[config.mk]
export PLATFORM = sky130hd
export DESIGN_NAME = rx_alarm_irq
export DESIGN_NICKNAME = d
export VERILOG_FILES = /design/src/logic/rx_alarm_pkg.sv /design/src/logic/rx_alarm_irq.sv
export SDC_FILE = /design/constraint.sdc
export NUM_CORES = 1
export LEC_CHECK = 0
export ABC_AREA = 1
export BUFFER_PORTS_ARGS = -buffer_cell sky130_fd_sc_hd__buf_2
export CORE_AREA = 2 2 76 78
export CTS_CLUSTER_DIAMETER = 50
export DETAILED_ROUTE_END_ITERATION = 10
export DIE_AREA = 0 0 78 80
export GPL_TIMING_DRIVEN = 0
export PLACE_DENSITY = 0.73
export SETUP_SLACK_MARGIN = 0.1
export SYNTH_ARGS = -nofsm -noshare
export SYNTH_HDL_FRONTEND = slang
export SYNTH_SLANG_ARGS = --single-unit
[constraint.sdc]
create_clock -name i_clk -period 5.4 [get_ports i_clk]
set_input_delay 0.54 -clock i_clk [delete_from_list [all_inputs] [get_ports i_clk]]
set_output_delay 0.54 -clock i_clk [all_outputs]
set_load 0.01 [all_outputs]
[src/logic/rx_alarm_pkg.sv]
// shared constants and carriers for the receive alarm interrupt block
// assumes a single 100 MHz clock and an 8-bit register port
package rx_alarm_pkg;

  // ----------------------------------------------------------------
  // register map
  // ----------------------------------------------------------------
  localparam logic [7:0] ADDR_ALARM_STATE = 8'h10;
  localparam logic [7:0] ADDR_IRQ_ENABLE = 8'h12;
  localparam logic [7:0] ADDR_IRQ_FLAGS = 8'h13;
  localparam logic [7:0] ADDR_LINE_CTRL = 8'h14;

  // ----------------------------------------------------------------
  // field positions and reset values
  // ----------------------------------------------------------------
  localparam int FLAG_FRAME_LOSS = 1;
  localparam int FLAG_ALARM_SIGNAL = 5;
  localparam int LIVE_FRAME_LOSS = 4;
  localparam int LIVE_ALARM_SIGNAL = 7;
  localparam int CTRL_THRESH_HI = 0;
  localparam logic [7:0] REG_RESET = 8'h00;

  // ----------------------------------------------------------------
  // detector figures
  // ----------------------------------------------------------------
  localparam int FBIT_WINDOW = 16;
  localparam logic [4:0] FBIT_ERR_LO = 5'h03;
  localparam logic [4:0] FBIT_ERR_HI = 5'h06;
  localparam logic [5:0] ALARM_FRAMES = 6'h3F;

  // ----------------------------------------------------------------
  // carriers
  // ----------------------------------------------------------------
  typedef struct packed {
    logic [7:0] addr;
    logic [7:0] wdata;
    logic wr;
    logic rd;
  } reg_req_t;

  typedef struct packed {
    logic fbit_valid;
    logic fbit_err;
    logic frame_end;
    logic frame_ais;
    logic infr_enter;
  } line_evt_t;

  typedef struct packed {
    logic [FBIT_WINDOW-1:0] hist;
    logic oof;
    logic ais;
    logic [5:0] ais_cnt;
    logic [7:0] en;
    logic [7:0] flags;
    logic thr_hi;
    logic irq_n;
    logic far_fail;
    logic [7:0] rdata;
  } alarm_state_t;

endpackage

[src/logic/rx_alarm_irq.sv]
// receive out-of-frame and alarm-signal interrupt logic, one channel
// assumes line events come from framer logic on the same clock
//
// Decided for this implementation: the strobed register port.
`timescale 1ns/1ps
`default_nettype none

module rx_alarm_irq
  import rx_alarm_pkg::*;
(
  // clock and reset
  input wire logic i_clk,
  input wire logic i_resetn,
  // register port
  input wire rx_alarm_pkg::reg_req_t i_req,
  output logic [7:0] o_rdata,
  // line events
  input wire rx_alarm_pkg::line_evt_t i_evt,
  // alarm outputs
  output logic o_irq_n,
  output logic o_far_fail
);
  import rx_alarm_pkg::*;

  alarm_state_t s_q;
  alarm_state_t s_d;

  // ----------------------------------------------------------------
  // helpers
  // ----------------------------------------------------------------
  function automatic logic [4:0] count_ones(input logic [FBIT_WINDOW-1:0] v);
    logic [4:0] n;
    n = 5'h00;
    for (int k = 0; k < FBIT_WINDOW; k++)
    begin
      n = n + {4'h0, v[k]};
    end
    return n;
  endfunction

  logic [FBIT_WINDOW-1:0] hist_next;
  logic [4:0] err_count;
  logic [4:0] err_limit;
  logic rd_flags;
  logic [7:0] set_mask;
  logic [7:0] clr_mask;

  // ----------------------------------------------------------------
  // next state
  // ----------------------------------------------------------------
  always_comb
  begin
    s_d = s_q;
    hist_next = s_q.hist;
    if (i_evt.fbit_valid)
    begin
      hist_next = {s_q.hist[FBIT_WINDOW-2:0], i_evt.fbit_err};
    end
    s_d.hist = hist_next;
    err_count = count_ones(hist_next);
    err_limit = s_q.thr_hi ? FBIT_ERR_HI : FBIT_ERR_LO;

    // frame-loss declare and clear
    if (!s_q.oof && err_count >= err_limit)
    begin
      s_d.oof = 1'b1;
    end
    else if (s_q.oof && i_evt.infr_enter)
    begin
      s_d.oof = 1'b0;
      s_d.hist = '0;
    end

    // alarm-signal persistence counter
    if (i_evt.frame_end)
    begin
      if (i_evt.frame_ais != s_q.ais)
      begin
        if (s_q.ais_cnt == ALARM_FRAMES - 6'h01)
        begin
          s_d.ais = i_evt.frame_ais;
          s_d.ais_cnt = 6'h00;
        end
        else
        begin
          s_d.ais_cnt = s_q.ais_cnt + 6'h01;
        end
      end
      else
      begin
        s_d.ais_cnt = 6'h00;
      end
    end

    // sticky flags, set wins over read clear
    set_mask = 8'h00;
    set_mask[FLAG_FRAME_LOSS] = (s_d.oof != s_q.oof) && s_q.en[FLAG_FRAME_LOSS];
    set_mask[FLAG_ALARM_SIGNAL] = (s_d.ais != s_q.ais) && s_q.en[FLAG_ALARM_SIGNAL];
    rd_flags = i_req.rd && i_req.addr == ADDR_IRQ_FLAGS;
    clr_mask = rd_flags ? s_q.flags : 8'h00;
    s_d.flags = (s_q.flags & ~clr_mask) | set_mask;

    // register writes
    if (i_req.wr)
    begin
      unique case (i_req.addr)
        ADDR_IRQ_ENABLE:
        begin
          s_d.en = i_req.wdata;
        end
        ADDR_LINE_CTRL:
        begin
          s_d.thr_hi = i_req.wdata[CTRL_THRESH_HI];
        end
        default:
        begin
          s_d.en = s_q.en;
        end
      endcase
    end

    // register reads, data stand one cycle later
    s_d.rdata = 8'h00;
    if (i_req.rd)
    begin
      unique case (i_req.addr)
        ADDR_ALARM_STATE:
        begin
          s_d.rdata[LIVE_FRAME_LOSS] = s_q.oof;
          s_d.rdata[LIVE_ALARM_SIGNAL] = s_q.ais;
        end
        ADDR_IRQ_ENABLE:
        begin
          s_d.rdata = s_q.en;
        end
        ADDR_IRQ_FLAGS:
        begin
          s_d.rdata = s_q.flags;
        end
        ADDR_LINE_CTRL:
        begin
          s_d.rdata[CTRL_THRESH_HI] = s_q.thr_hi;
        end
        default:
        begin
          s_d.rdata = 8'h00;
        end
      endcase
    end

    // outputs
    s_d.irq_n = ~|(s_d.flags & s_d.en);
    s_d.far_fail = s_d.oof | s_d.ais;
  end

  // ----------------------------------------------------------------
  // state register
  // ----------------------------------------------------------------
  always_ff @(posedge i_clk or negedge i_resetn)
  begin
    if (!i_resetn)
    begin
      s_q <= '{hist: '0, oof: 1'b0, ais: 1'b0, ais_cnt: 6'h00, en: REG_RESET,
               flags: REG_RESET, thr_hi: 1'b0, irq_n: 1'b1, far_fail: 1'b0,
               rdata: 8'h00};
    end
    else
    begin
      s_q <= s_d;
    end
  end

  assign o_rdata = s_q.rdata;
  assign o_irq_n = s_q.irq_n;
  assign o_far_fail = s_q.far_fail;

  // ----------------------------------------------------------------
  // checks
  // ----------------------------------------------------------------
  irq_request_a: assert property (@(posedge i_clk) disable iff (!i_resetn)
    (|(s_q.flags & s_q.en)) |-> !o_irq_n)
    else $error("enabled flag set but request not low");

  irq_release_a: assert property (@(posedge i_clk) disable iff (!i_resetn)
    (s_q.flags & s_q.en) == 8'h00 |-> o_irq_n)
    else $error("request low with no enabled flag");

  loss_flag_set_a: assert property (@(posedge i_clk) disable iff (!i_resetn)
    (s_q.oof != $past(s_q.oof)) && $past(s_q.en[FLAG_FRAME_LOSS])
      |-> s_q.flags[FLAG_FRAME_LOSS])
    else $error("frame-loss change did not set its flag");

  alarm_flag_set_a: assert property (@(posedge i_clk) disable iff (!i_resetn)
    (s_q.ais != $past(s_q.ais)) && $past(s_q.en[FLAG_ALARM_SIGNAL])
      |-> s_q.flags[FLAG_ALARM_SIGNAL])
    else $error("alarm-signal change did not set its flag");

  masked_no_flag_a: assert property (@(posedge i_clk) disable iff (!i_resetn)
    !$past(s_q.en[FLAG_ALARM_SIGNAL]) && !$past(s_q.flags[FLAG_ALARM_SIGNAL])
      |-> !s_q.flags[FLAG_ALARM_SIGNAL])
    else $error("alarm flag latched while disabled");

  live_read_a: assert property (@(posedge i_clk) disable iff (!i_resetn)
    i_req.rd && i_req.addr == ADDR_ALARM_STATE
      |=> o_rdata[LIVE_FRAME_LOSS] == $past(s_q.oof)
          && o_rdata[LIVE_ALARM_SIGNAL] == $past(s_q.ais))
    else $error("live state read wrong");

  alarm_declare_a: assert property (@(posedge i_clk) disable iff (!i_resetn)
    $rose(s_q.ais) |-> $past(s_q.ais_cnt) == ALARM_FRAMES - 6'h01 && $past(i_evt.frame_ais))
    else $error("alarm declared without 63 frames");

  alarm_clear_a: assert property (@(posedge i_clk) disable iff (!i_resetn)
    $fell(s_q.ais) |-> $past(s_q.ais_cnt) == ALARM_FRAMES - 6'h01 && !$past(i_evt.frame_ais))
    else $error("alarm cleared without 63 frames");

  loss_clear_a: assert property (@(posedge i_clk) disable iff (!i_resetn)
    $fell(s_q.oof) |-> $past(i_evt.infr_enter))
    else $error("frame loss cleared without in-frame entry");

  far_fail_a: assert property (@(posedge i_clk) disable iff (!i_resetn)
    o_far_fail == (s_q.oof || s_q.ais))
    else $error("far-end failure indicator mismatch");

  read_clear_a: assert property (@(posedge i_clk) disable iff (!i_resetn)
    (i_req.rd && i_req.addr == ADDR_IRQ_FLAGS)
      ##1 (s_q.oof == $past(s_q.oof) && s_q.ais == $past(s_q.ais))
      |-> s_q.flags == 8'h00)
    else $error("flags not cleared by read");

  rdata_idle_a: assert property (@(posedge i_clk) disable iff (!i_resetn)
    !$past(i_req.rd) |-> o_rdata == 8'h00)
    else $error("read data stood outside its cycle");

  flag_read_a: assert property (@(posedge i_clk) disable iff (!i_resetn)
    i_req.rd && i_req.addr == ADDR_IRQ_FLAGS |=> o_rdata == $past(s_q.flags))
    else $error("flag read returned wrong data");

  flag_hold_a: assert property (@(posedge i_clk) disable iff (!i_resetn)
    !(i_req.rd && i_req.addr == ADDR_IRQ_FLAGS)
      |=> (s_q.flags & $past(s_q.flags)) == $past(s_q.flags))
    else $error("flag cleared without a read");

  loss_masked_a: assert property (@(posedge i_clk) disable iff (!i_resetn)
    !$past(s_q.en[FLAG_FRAME_LOSS]) && !$past(s_q.flags[FLAG_FRAME_LOSS])
      |-> !s_q.flags[FLAG_FRAME_LOSS])
    else $error("frame-loss flag latched while disabled");

  loss_declare_a: assert property (@(posedge i_clk) disable iff (!i_resetn)
    $rose(s_q.oof)
      |-> count_ones(s_q.hist) >= ($past(s_q.thr_hi) ? FBIT_ERR_HI : FBIT_ERR_LO))
    else $error("frame loss declared below the error limit");

  loss_hold_a: assert property (@(posedge i_clk) disable iff (!i_resetn)
    s_q.oof && !i_evt.infr_enter |=> s_q.oof)
    else $error("frame loss left without in-frame entry");

  loss_irq_a: assert property (@(posedge i_clk) disable iff (!i_resetn)
    (s_q.oof != $past(s_q.oof)) && $past(s_q.en[FLAG_FRAME_LOSS])
      && s_q.en[FLAG_FRAME_LOSS] |-> !o_irq_n)
    else $error("frame-loss change did not raise the request");

  alarm_irq_a: assert property (@(posedge i_clk) disable iff (!i_resetn)
    (s_q.ais != $past(s_q.ais)) && $past(s_q.en[FLAG_ALARM_SIGNAL])
      && s_q.en[FLAG_ALARM_SIGNAL] |-> !o_irq_n)
    else $error("alarm-signal change did not raise the request");

  alarm_stable_a: assert property (@(posedge i_clk) disable iff (!i_resetn)
    !i_evt.frame_end |=> $stable(s_q.ais) && $stable(s_q.ais_cnt))
    else $error("alarm state moved without a frame");

  alarm_count_a: assert property (@(posedge i_clk) disable iff (!i_resetn)
    i_evt.frame_end && (i_evt.frame_ais == s_q.ais) |=> s_q.ais_cnt == 6'h00)
    else $error("alarm count not restarted by a matching frame");

  enable_write_a: assert property (@(posedge i_clk) disable iff (!i_resetn)
    i_req.wr && i_req.addr == ADDR_IRQ_ENABLE |=> s_q.en == $past(i_req.wdata))
    else $error("enable write not stored");

  thr_write_a: assert property (@(posedge i_clk) disable iff (!i_resetn)
    i_req.wr && i_req.addr == ADDR_LINE_CTRL
      |=> s_q.thr_hi == $past(i_req.wdata[CTRL_THRESH_HI]))
    else $error("threshold select not stored");

  far_fail_alarm_a: assert property (@(posedge i_clk) disable iff (!i_resetn)
    s_q.ais |-> o_far_fail)
    else $error("alarm signal without far-end failure indicator");

endmodule

`default_nettype wire

==> metrics.md, run 1 <==
| Metric | Value |
|---|---|
| Clock Path Buffers | 2 |
| Register area share after synthesis | 0.4510 |
| Worst VDD drop | between 0.0003 and 0.0004 V |
| WL met1 | 2227 um |
| CTS tree | done |
| EDFF count, synth | 0 |
| Worst slew pin tran | between 1 and 1.5 ns |
| Reg2reg start | s_q[36] |
| Worst Skew | 0.007315 ns |
| Input/output buffers | 32 |
| WP data required | 5.65 ns |
| Layout cells sized above 1 | 0.2308 |
| Vias in the first global route | around 2.2k |
| Final number of setup-violating endpoints | 0 |
| Core footprint | ~5400 um2 |
| Starting density of the core | 0.5241 |
| Worst R2R Setup Slack | 0.72 ns |
| Largest net degree at the start of global routing | 52 |
| Critical path class | input pin to flop |
| Syn_area_per_cell | 8.852 um2 |
| # IOs | 35 |
| Synth top cells by count | nand2_1, dfrtp_1, inv_1 |
| Drt drc | 0 |
| Worst Path Max Fanout | 9 |
| Area leader, netlist | dfrtp_1 |
| Ant diodes | 0 |
| Area of the multi-input gates | 1249 um2 |
| Max Freq | 201.0 MHz |
| R2r worst-path depth | 19 |
| GRT overflow | 0 |
| Asr flop ratio synth | 1.000 |
| Num CTS Buffers | 5 |
| Startpoint types | input pin |
| Setup ws final | 0.4245 ns |
| Root buffer cell | clkbuf_8 |
| Sequential standard cell area | 1277 um2 |
| Crit path capture type | flop |
| DP Cell Count | 424 |
| Max-cap violations | 0 |
| Final hold viol count | 0 |
| Site Rows | 27 |
| Clk sinks | just over 50 |
| Via density | 4.846 |
| Crit path top cell by count | fa_1 |
| Htree depth | 2 |
| Status | finished clean |
| Worst-skew pair later-pin latency | 0.31 ns |
| Most numerous cell in the Yosys netlist | nand2_1 |
| Hold_buf cts | 0 |
| Final Max Slew Viols | 0 |
| Die ar. | 6240 um2 |
| Unrepaired setup endpoints after global routing | false |
| Initial antenna violation count | 0 |
| Final GP Congestion | 0.7675 |
| Post-synth cell types | 31 |
| Synth area leaders | dfrtp_1, nand2_1, fa_1 |
| Met3 WL | between 100 and 150 um |
| Reg-to-Reg End | o_irq_n |
| Final WL | 5073 um |
| Chip Width | between 70 and 80 um |
| # fillers | between 400 and 500 |
| Setup_tns | 0 ns |
| Syn nets | 364 |
| Cells after Synth | 320 |
| Top cell type's share of synthesized area | 0.4417 |
| Type of the worst min-delay path | input pin to async pin |
| Most used DFF post-synth | dfrtp_1 |
| Layout area overhead | 14.27% |
| Max_slew headroom | 0.2682 |
| Layout Nets | between 400 and 500 |
| DR WL met2 | 2651 um |
| Die Ht | 80 um |
| Reg clk slew, reported paths | approximately 0.10 ns |
| Register bit total from synthesis | a little over 50 |
| Critical path cell sequence | buf_2, clkinvlp_4, nand2_1, o21ai_1, fa_1, inv_1, fa_1, fa_1, inv_1, fa_1, inv_1, ha_1, fa_1, xor2_1, ha_1, nand2_1, inv_1, a21oi_1, nand4_1, nand3_1, a21oi_1, nor2_2 |
| Place WS | -0.1046 ns |
| Finished Layout Cells | 436 |
| Worst Path Arrival | 5.23 ns |
| Leakage | 0.001852 uW |
| Critical path's largest stage delay | 0.55 ns |
| Fin crit period | about 5 ns |
| Gr usage total | 0.1799 |
| Top routing layer used | met4 |
| Pre-Repair DR Iteration Count | 4 |
| Fin crit share | 0.9214 |
| 1st-iter DRT viols | 114 |
| DR vias | 2113 |
| Routed Antenna Nets | 0 |
| WL per Instance | 11.64 um |
| Post-Syn Area | roughly 2800 um2 |
| First-pass GRT wire length | just under 9000 um |
| Slowest-stage cell, CP | fa_1 |
| DP HPWL | about 3700 um |
| Yosys Warn Count | 0 |
| Pwr/cell area | roughly 500 nW/um2 |
==> cell families after synthesis <==
kind of cell,Yosys count,synth area share
buf+inv,71,0.1095
flops,51,0.4510
compound gates,34,0.07421
mux,7,0.02474
xor+xnor,3,0.009277
fa+ha+maj,19,0.1104
simple gates,135,0.2209
==> flip-flops by register name, summed over array words and instances, names as in the netlist <==
name,cells
o_rdata,8
s_q,41
o_irq_n,1
o_far_fail,1
==> worst max-delay path: cells and delay by family <==
family	cells	cell delay (ns)
buffers and inverters	6	0.65
adders and majority gates	7	3.00
and+or+nand+nor	5	0.49
AOI/OAI and AO/OA	3	0.35
xor gates and xnor gates	1	0.16
==> final cells by class <==
class | count | area share
repair inverters | 1 | 0.001546
clock inverters | 3 | 0.01469
plain buffers | 13 | 0.02938
flip-flops and latches | 51 | 0.3947
inverters | 58 | 0.06842
multi-input cells | 198 | 0.3858
well taps | 72 | 0.02783
repair buffers | 35 | 0.05644
clock buffers | 5 | 0.02126
==> worst max path at each step <==
stage / to / startpoint / cells past startpoint
floorplan: o_irq_n / i_evt[4] / 22
global placement: o_irq_n / i_evt[4] / 21
detailed placement: o_irq_n / i_evt[4] / 22
CTS: o_irq_n / i_evt[4] / 22
global route: o_irq_n / i_evt[4] / 22
finish: o_irq_n / i_evt[4] / 22
==> layout by cell type, fill, tap and decap left out, types with 2 or more instances in the layout <==
| cell | count |
|---|---|
| o211ai_1 | 3 |
| inv_1 | 49 |
| o21ai_0 | 6 |
| mux2i_1 | 6 |
| dfrtp_1 | 50 |
| clkbuf_8 | 5 |
| nor2_4 | 4 |
| nand3_4 | 2 |
| inv_2 | 8 |
| fa_1 | 10 |
| xor2_1 | 3 |
| nand2_1 | 75 |
| ha_1 | 9 |
| a32o_1 | 5 |
| buf_2 | 33 |
| a21oi_1 | 12 |
| nand2_2 | 8 |
| nand3_1 | 9 |
| o21ai_1 | 6 |
| nor2_1 | 25 |
| nand4_1 | 8 |
| buf_4 | 13 |
==> power breakdown <==
part / internal (uW) / switching [uW] / leakage, uW
combinational: 348 / 487 / 0.00112
sequential: 444 / 31.4 / 0.000669
clock: 141 / 134 / 0.0000587
total: 933 / 652 / 0.00185
==> through the flow <==
step	total power [uW]	util	hold WS [ns]	instance area, um2
detailed placement	1316	0.5704	0.4680	3083
finish	1586	0.5988	0.4309	3237
global route	1812	0.5988	0.4790	3237
CTS	1610	0.5919	0.4660	3199
floorplan	1140	-	0.2444	2833
global placement	1303	0.5704	0.4683	3083
==> metal layers <==
metal / vias up / global-route usage
li1: 1080 / -
met1: 993 / 0.2147
met2: 34 / 0.3379
met3: 6 / 0.02715
met4: 0 / 0.04737
met5: - / 0
==> repair_timing <==
action,CTS,global route
endpoints found under the setup margin,0,4
buffers inserted,0,3
resized for setup,0,6
hold endpoints to repair,0,0
(Power assumes the default switching activity.)
==> run 2, diff against run 1 <==
Settings changed: CORE_AREA 2 2 76 78 to 2 2 101 103, DIE_AREA 0 0 78 80 to 0 0 103 105, PLACE_DENSITY 0.73 to default.
==> run 2 against run 1 <==
Effect of this change:
- register-to-register slack got worse by 0.02 ns
- via count decreased by 0.52%
- non-clock buffer count unchanged
- worst setup slack lost 0.046 ns
- final cell count increased by 14%
- sequential cell count is the same
- critical endpoint unchanged
- final area rose by 2.0%
- combinational power rose by 2%
==> metrics.md, run 2 (same netlist as run 1, synthesis figures left out) <==
| Metric | Value |
|---|---|
| Clock share of power | 0.172 (about the same) |
| Clk sinks | 51 (unchanged) |
| WHS | 0.4474 ns (+0.01650 ns) |
| Place WS | -0.1221 ns (-0.01747 ns) |
| GRT overflow | 0 (unchanged) |
| Startpoint types | input pin |
| Slowest-stage cell, CP | fa_1 |
| Layout cells sized above 1 | 0.2259 (-0.004874) |
| Critical path class | input pin to flop |
| P_sw | 672.4 uW (+3.1%) |
| Reg clk slew, reported paths | 0.10 ns (about the same) |
| Max_slew headroom | 0.2459 (-0.02228) |
| Max-cap violations | 0 (unchanged) |
| Worst-skew pair later-pin latency | 0.31 ns (about the same) |
| Critical path cell sequence | buf_2, clkbuf_4, mux2i_1, fa_1, inv_1, fa_1, fa_1, inv_1, fa_1, inv_1, ha_1, fa_1, xor2_1, ha_1, nand2_1, inv_1, a21oi_1, nand4_1, nand3_1, a21oi_1, nor2_2 |
| Num CTS Buffers | 5 (unchanged) |
| Chip Width | 103 um (+32%) |
| Status | finished clean |
| Via density | 4.238 (-13%) |
| Type of the worst min-delay path | input pin to async pin |
| Gr usage total | 0.1104 (-0.06944) |
| Final hold viol count | 0 (unchanged) |
| Final WL | 5409 um (+6.6%) |
| Layout area overhead | 16.61% |
| Clock Path Buffers | 2 (unchanged) |
| Largest net degree at the start of global routing | 52 (unchanged) |
| Final Max Slew Viols | 0 (unchanged) |
| Max Freq | 199.1 MHz (-0.92%) |
| Core footprint | 9639 um2 (+78%) |
| Drt drc | 0 (unchanged) |
| Worst slew pin tran | 1.131 ns (+0.03343 ns) |
| Fin crit share | 0.9299 (+0.008558) |
| Pwr/cell area | 486.0 nW/um2 (-0.78%) |
| Crit path capture type | flop |
| Unrepaired setup endpoints after global routing | false |
| Internal power | 933.1 uW (about the same) |
| Vias in the first global route | 2119 (-1.4%) |
| Site Rows | 36 (+33%) |
| WL per Instance | 10.91 um (-6.3%) |
| Delay-heaviest family, CP | adder cells |
| Root buffer cell | clkbuf_8 |
| Worst VDD drop | 0.0002722 V (-13%) |
| Layout Nets | 406 (-0.25%) |
| # fillers | 1076 (+120%) |
| Routed Antenna Nets | 0 (unchanged) |
| Die ar. | 10820 um2 (+73%) |
| Ant diodes | 0 (unchanged) |
| Switching Fraction | 0.4188 (+0.007351) |
| Worst Path Max Fanout | 10 (+1) |
| Crit path top cell by count | fa_1 |
| Most flop-heavy register | s_q |
| Finished Layout Cells | 496 (+14%) |
| Leakage | 0.001850 uW (-0.12%) |
| Combinational power share | 0.532 (+0.005) |
| Die Ht | 105 um (+31%) |
| Initial antenna violation count | 0 (unchanged) |
| Critical path's largest stage delay | 0.55 ns (about the same) |
| Input/output buffers | 32 (unchanged) |
| Final GP Congestion | 0.7515 (-2.1%) |
| Starting density of the core | 0.2939 (-0.2302) |
| Hold_buf cts | 0 (unchanged) |
| Final number of setup-violating endpoints | 0 (unchanged) |
| Commonest non-fill, non-tap cell in the layout | nand2_1 |
| # IOs | 35 (unchanged) |
| Most frequent cells in the layout | nand2_1, dfrtp_1, inv_1 |
| Setup ws final | 0.3783 ns (-0.04621 ns) |
| CTS tree | done |
| First-pass GRT wire length | 9604 um (+7.5%) |
| DP Cell Count | 485 (+14%) |
| DR vias | 2102 (-0.52%) |
| Htree depth | 2 (unchanged) |
| Worst Skew | 0.01136 ns (+0.004047 ns) |
| Overall power | 1605 uW (+1.2%) |
| 1st-iter DRT viols | 49 (-57%) |
| Fin crit period | 5.022 ns (+0.04621 ns) |
| Worst Path Arrival | 5.27 ns (+0.04 ns) |
| CP Buf/Inv Count | 6 (unchanged) |
| Seq pwr share | 0.296 (-0.004) |
| WP data required | 5.65 ns (about the same) |
| DP HPWL | 4091 um (+10%) |
| Max FFs per register | 41 (unchanged) |
| Pre-Repair DR Iteration Count | 4 (unchanged) |
[run 2: cell types whose count changed in the layout (fill, tap and decap cells not counted)]
cell        delta
clkinv_4       -1
mux2i_1        +1
clkinvlp_4     +1
clkinvlp_2     -1
mux2i_2        -1
buf_4          -1
clkbuf_4       +1
[run 2: layout make-up]
type	count	area [um2]	share of cell area
Buffer	13	95.09	0.02879
Clock buffer	5	68.82	0.02083
Clock inverter	3	46.29	0.01402
Inverter	58	221.5	0.06705
Multi-Input combinational cell	198	1245	0.3769
Sequential cell	51	1277	0.3867
Tap cell	133	166.4	0.05038
Timing Repair Buffer	35	182.7	0.05530
[run 2: power groups by stage]
stage | Sequential, uW | Clock (uW) | Combinational (uW)
finish | 476 | 276 | 854
global route | 483 | 300 | 1040
CTS | 476 | 285 | 876
detailed placement | 483 | 0 | 854
global placement | 481 | 0 | 841
floorplan | 477 | 0 | 663
[run 2: path summary, 6_finish.rpt]
kind | start | to | slack (ns) | cells after the start
min in group i_clk | i_req[7] | s_q[24] | 0.47 | 3
setup reg to reg | s_q[36] | o_irq_n | 0.70 | 19
hold reg to reg | s_q[15] | s_q[15] | 0.50 | 2
max in group asynchronous | i_resetn | s_q[19] | 4.26 | 1
hold / removal | i_resetn | s_q[40] | 0.45 | 1
setup / recovery | i_evt[4] | o_irq_n | 0.38 | 21
[run 2: layer usage]
metal | global-route usage | share of wire
met5 | 0 | 0
met4 | 0.02256 | 0.0079
met3 | 0.02542 | 0.040
met2 | 0.1846 | 0.49
met1 | 0.1452 | 0.46
[run 2: metrics by stage]
| step | TNS (ns) | utilization | cell area (um2) |
|---|---|---|---|
| final | 0 | 0.3427 | 3303 |
| after global routing | 0 | 0.3427 | 3303 |
| after CTS | 0 | 0.3397 | 3274 |
| after floorplan | 0 | - | 2833 |
| after global placement | -0.1199 | 0.3278 | 3159 |
| after detailed placement | -0.1908 | 0.3278 | 3159 |
[run 2: timing repair]
| item | 4_1_cts | 5_1_grt |
|---|---|---|
| resized for setup | 0 | 4 |
| setup endpoints to repair | 0 | 4 |
| setup buffers | 0 | 3 |
| hold endpoints to repair | 0 | 0 |
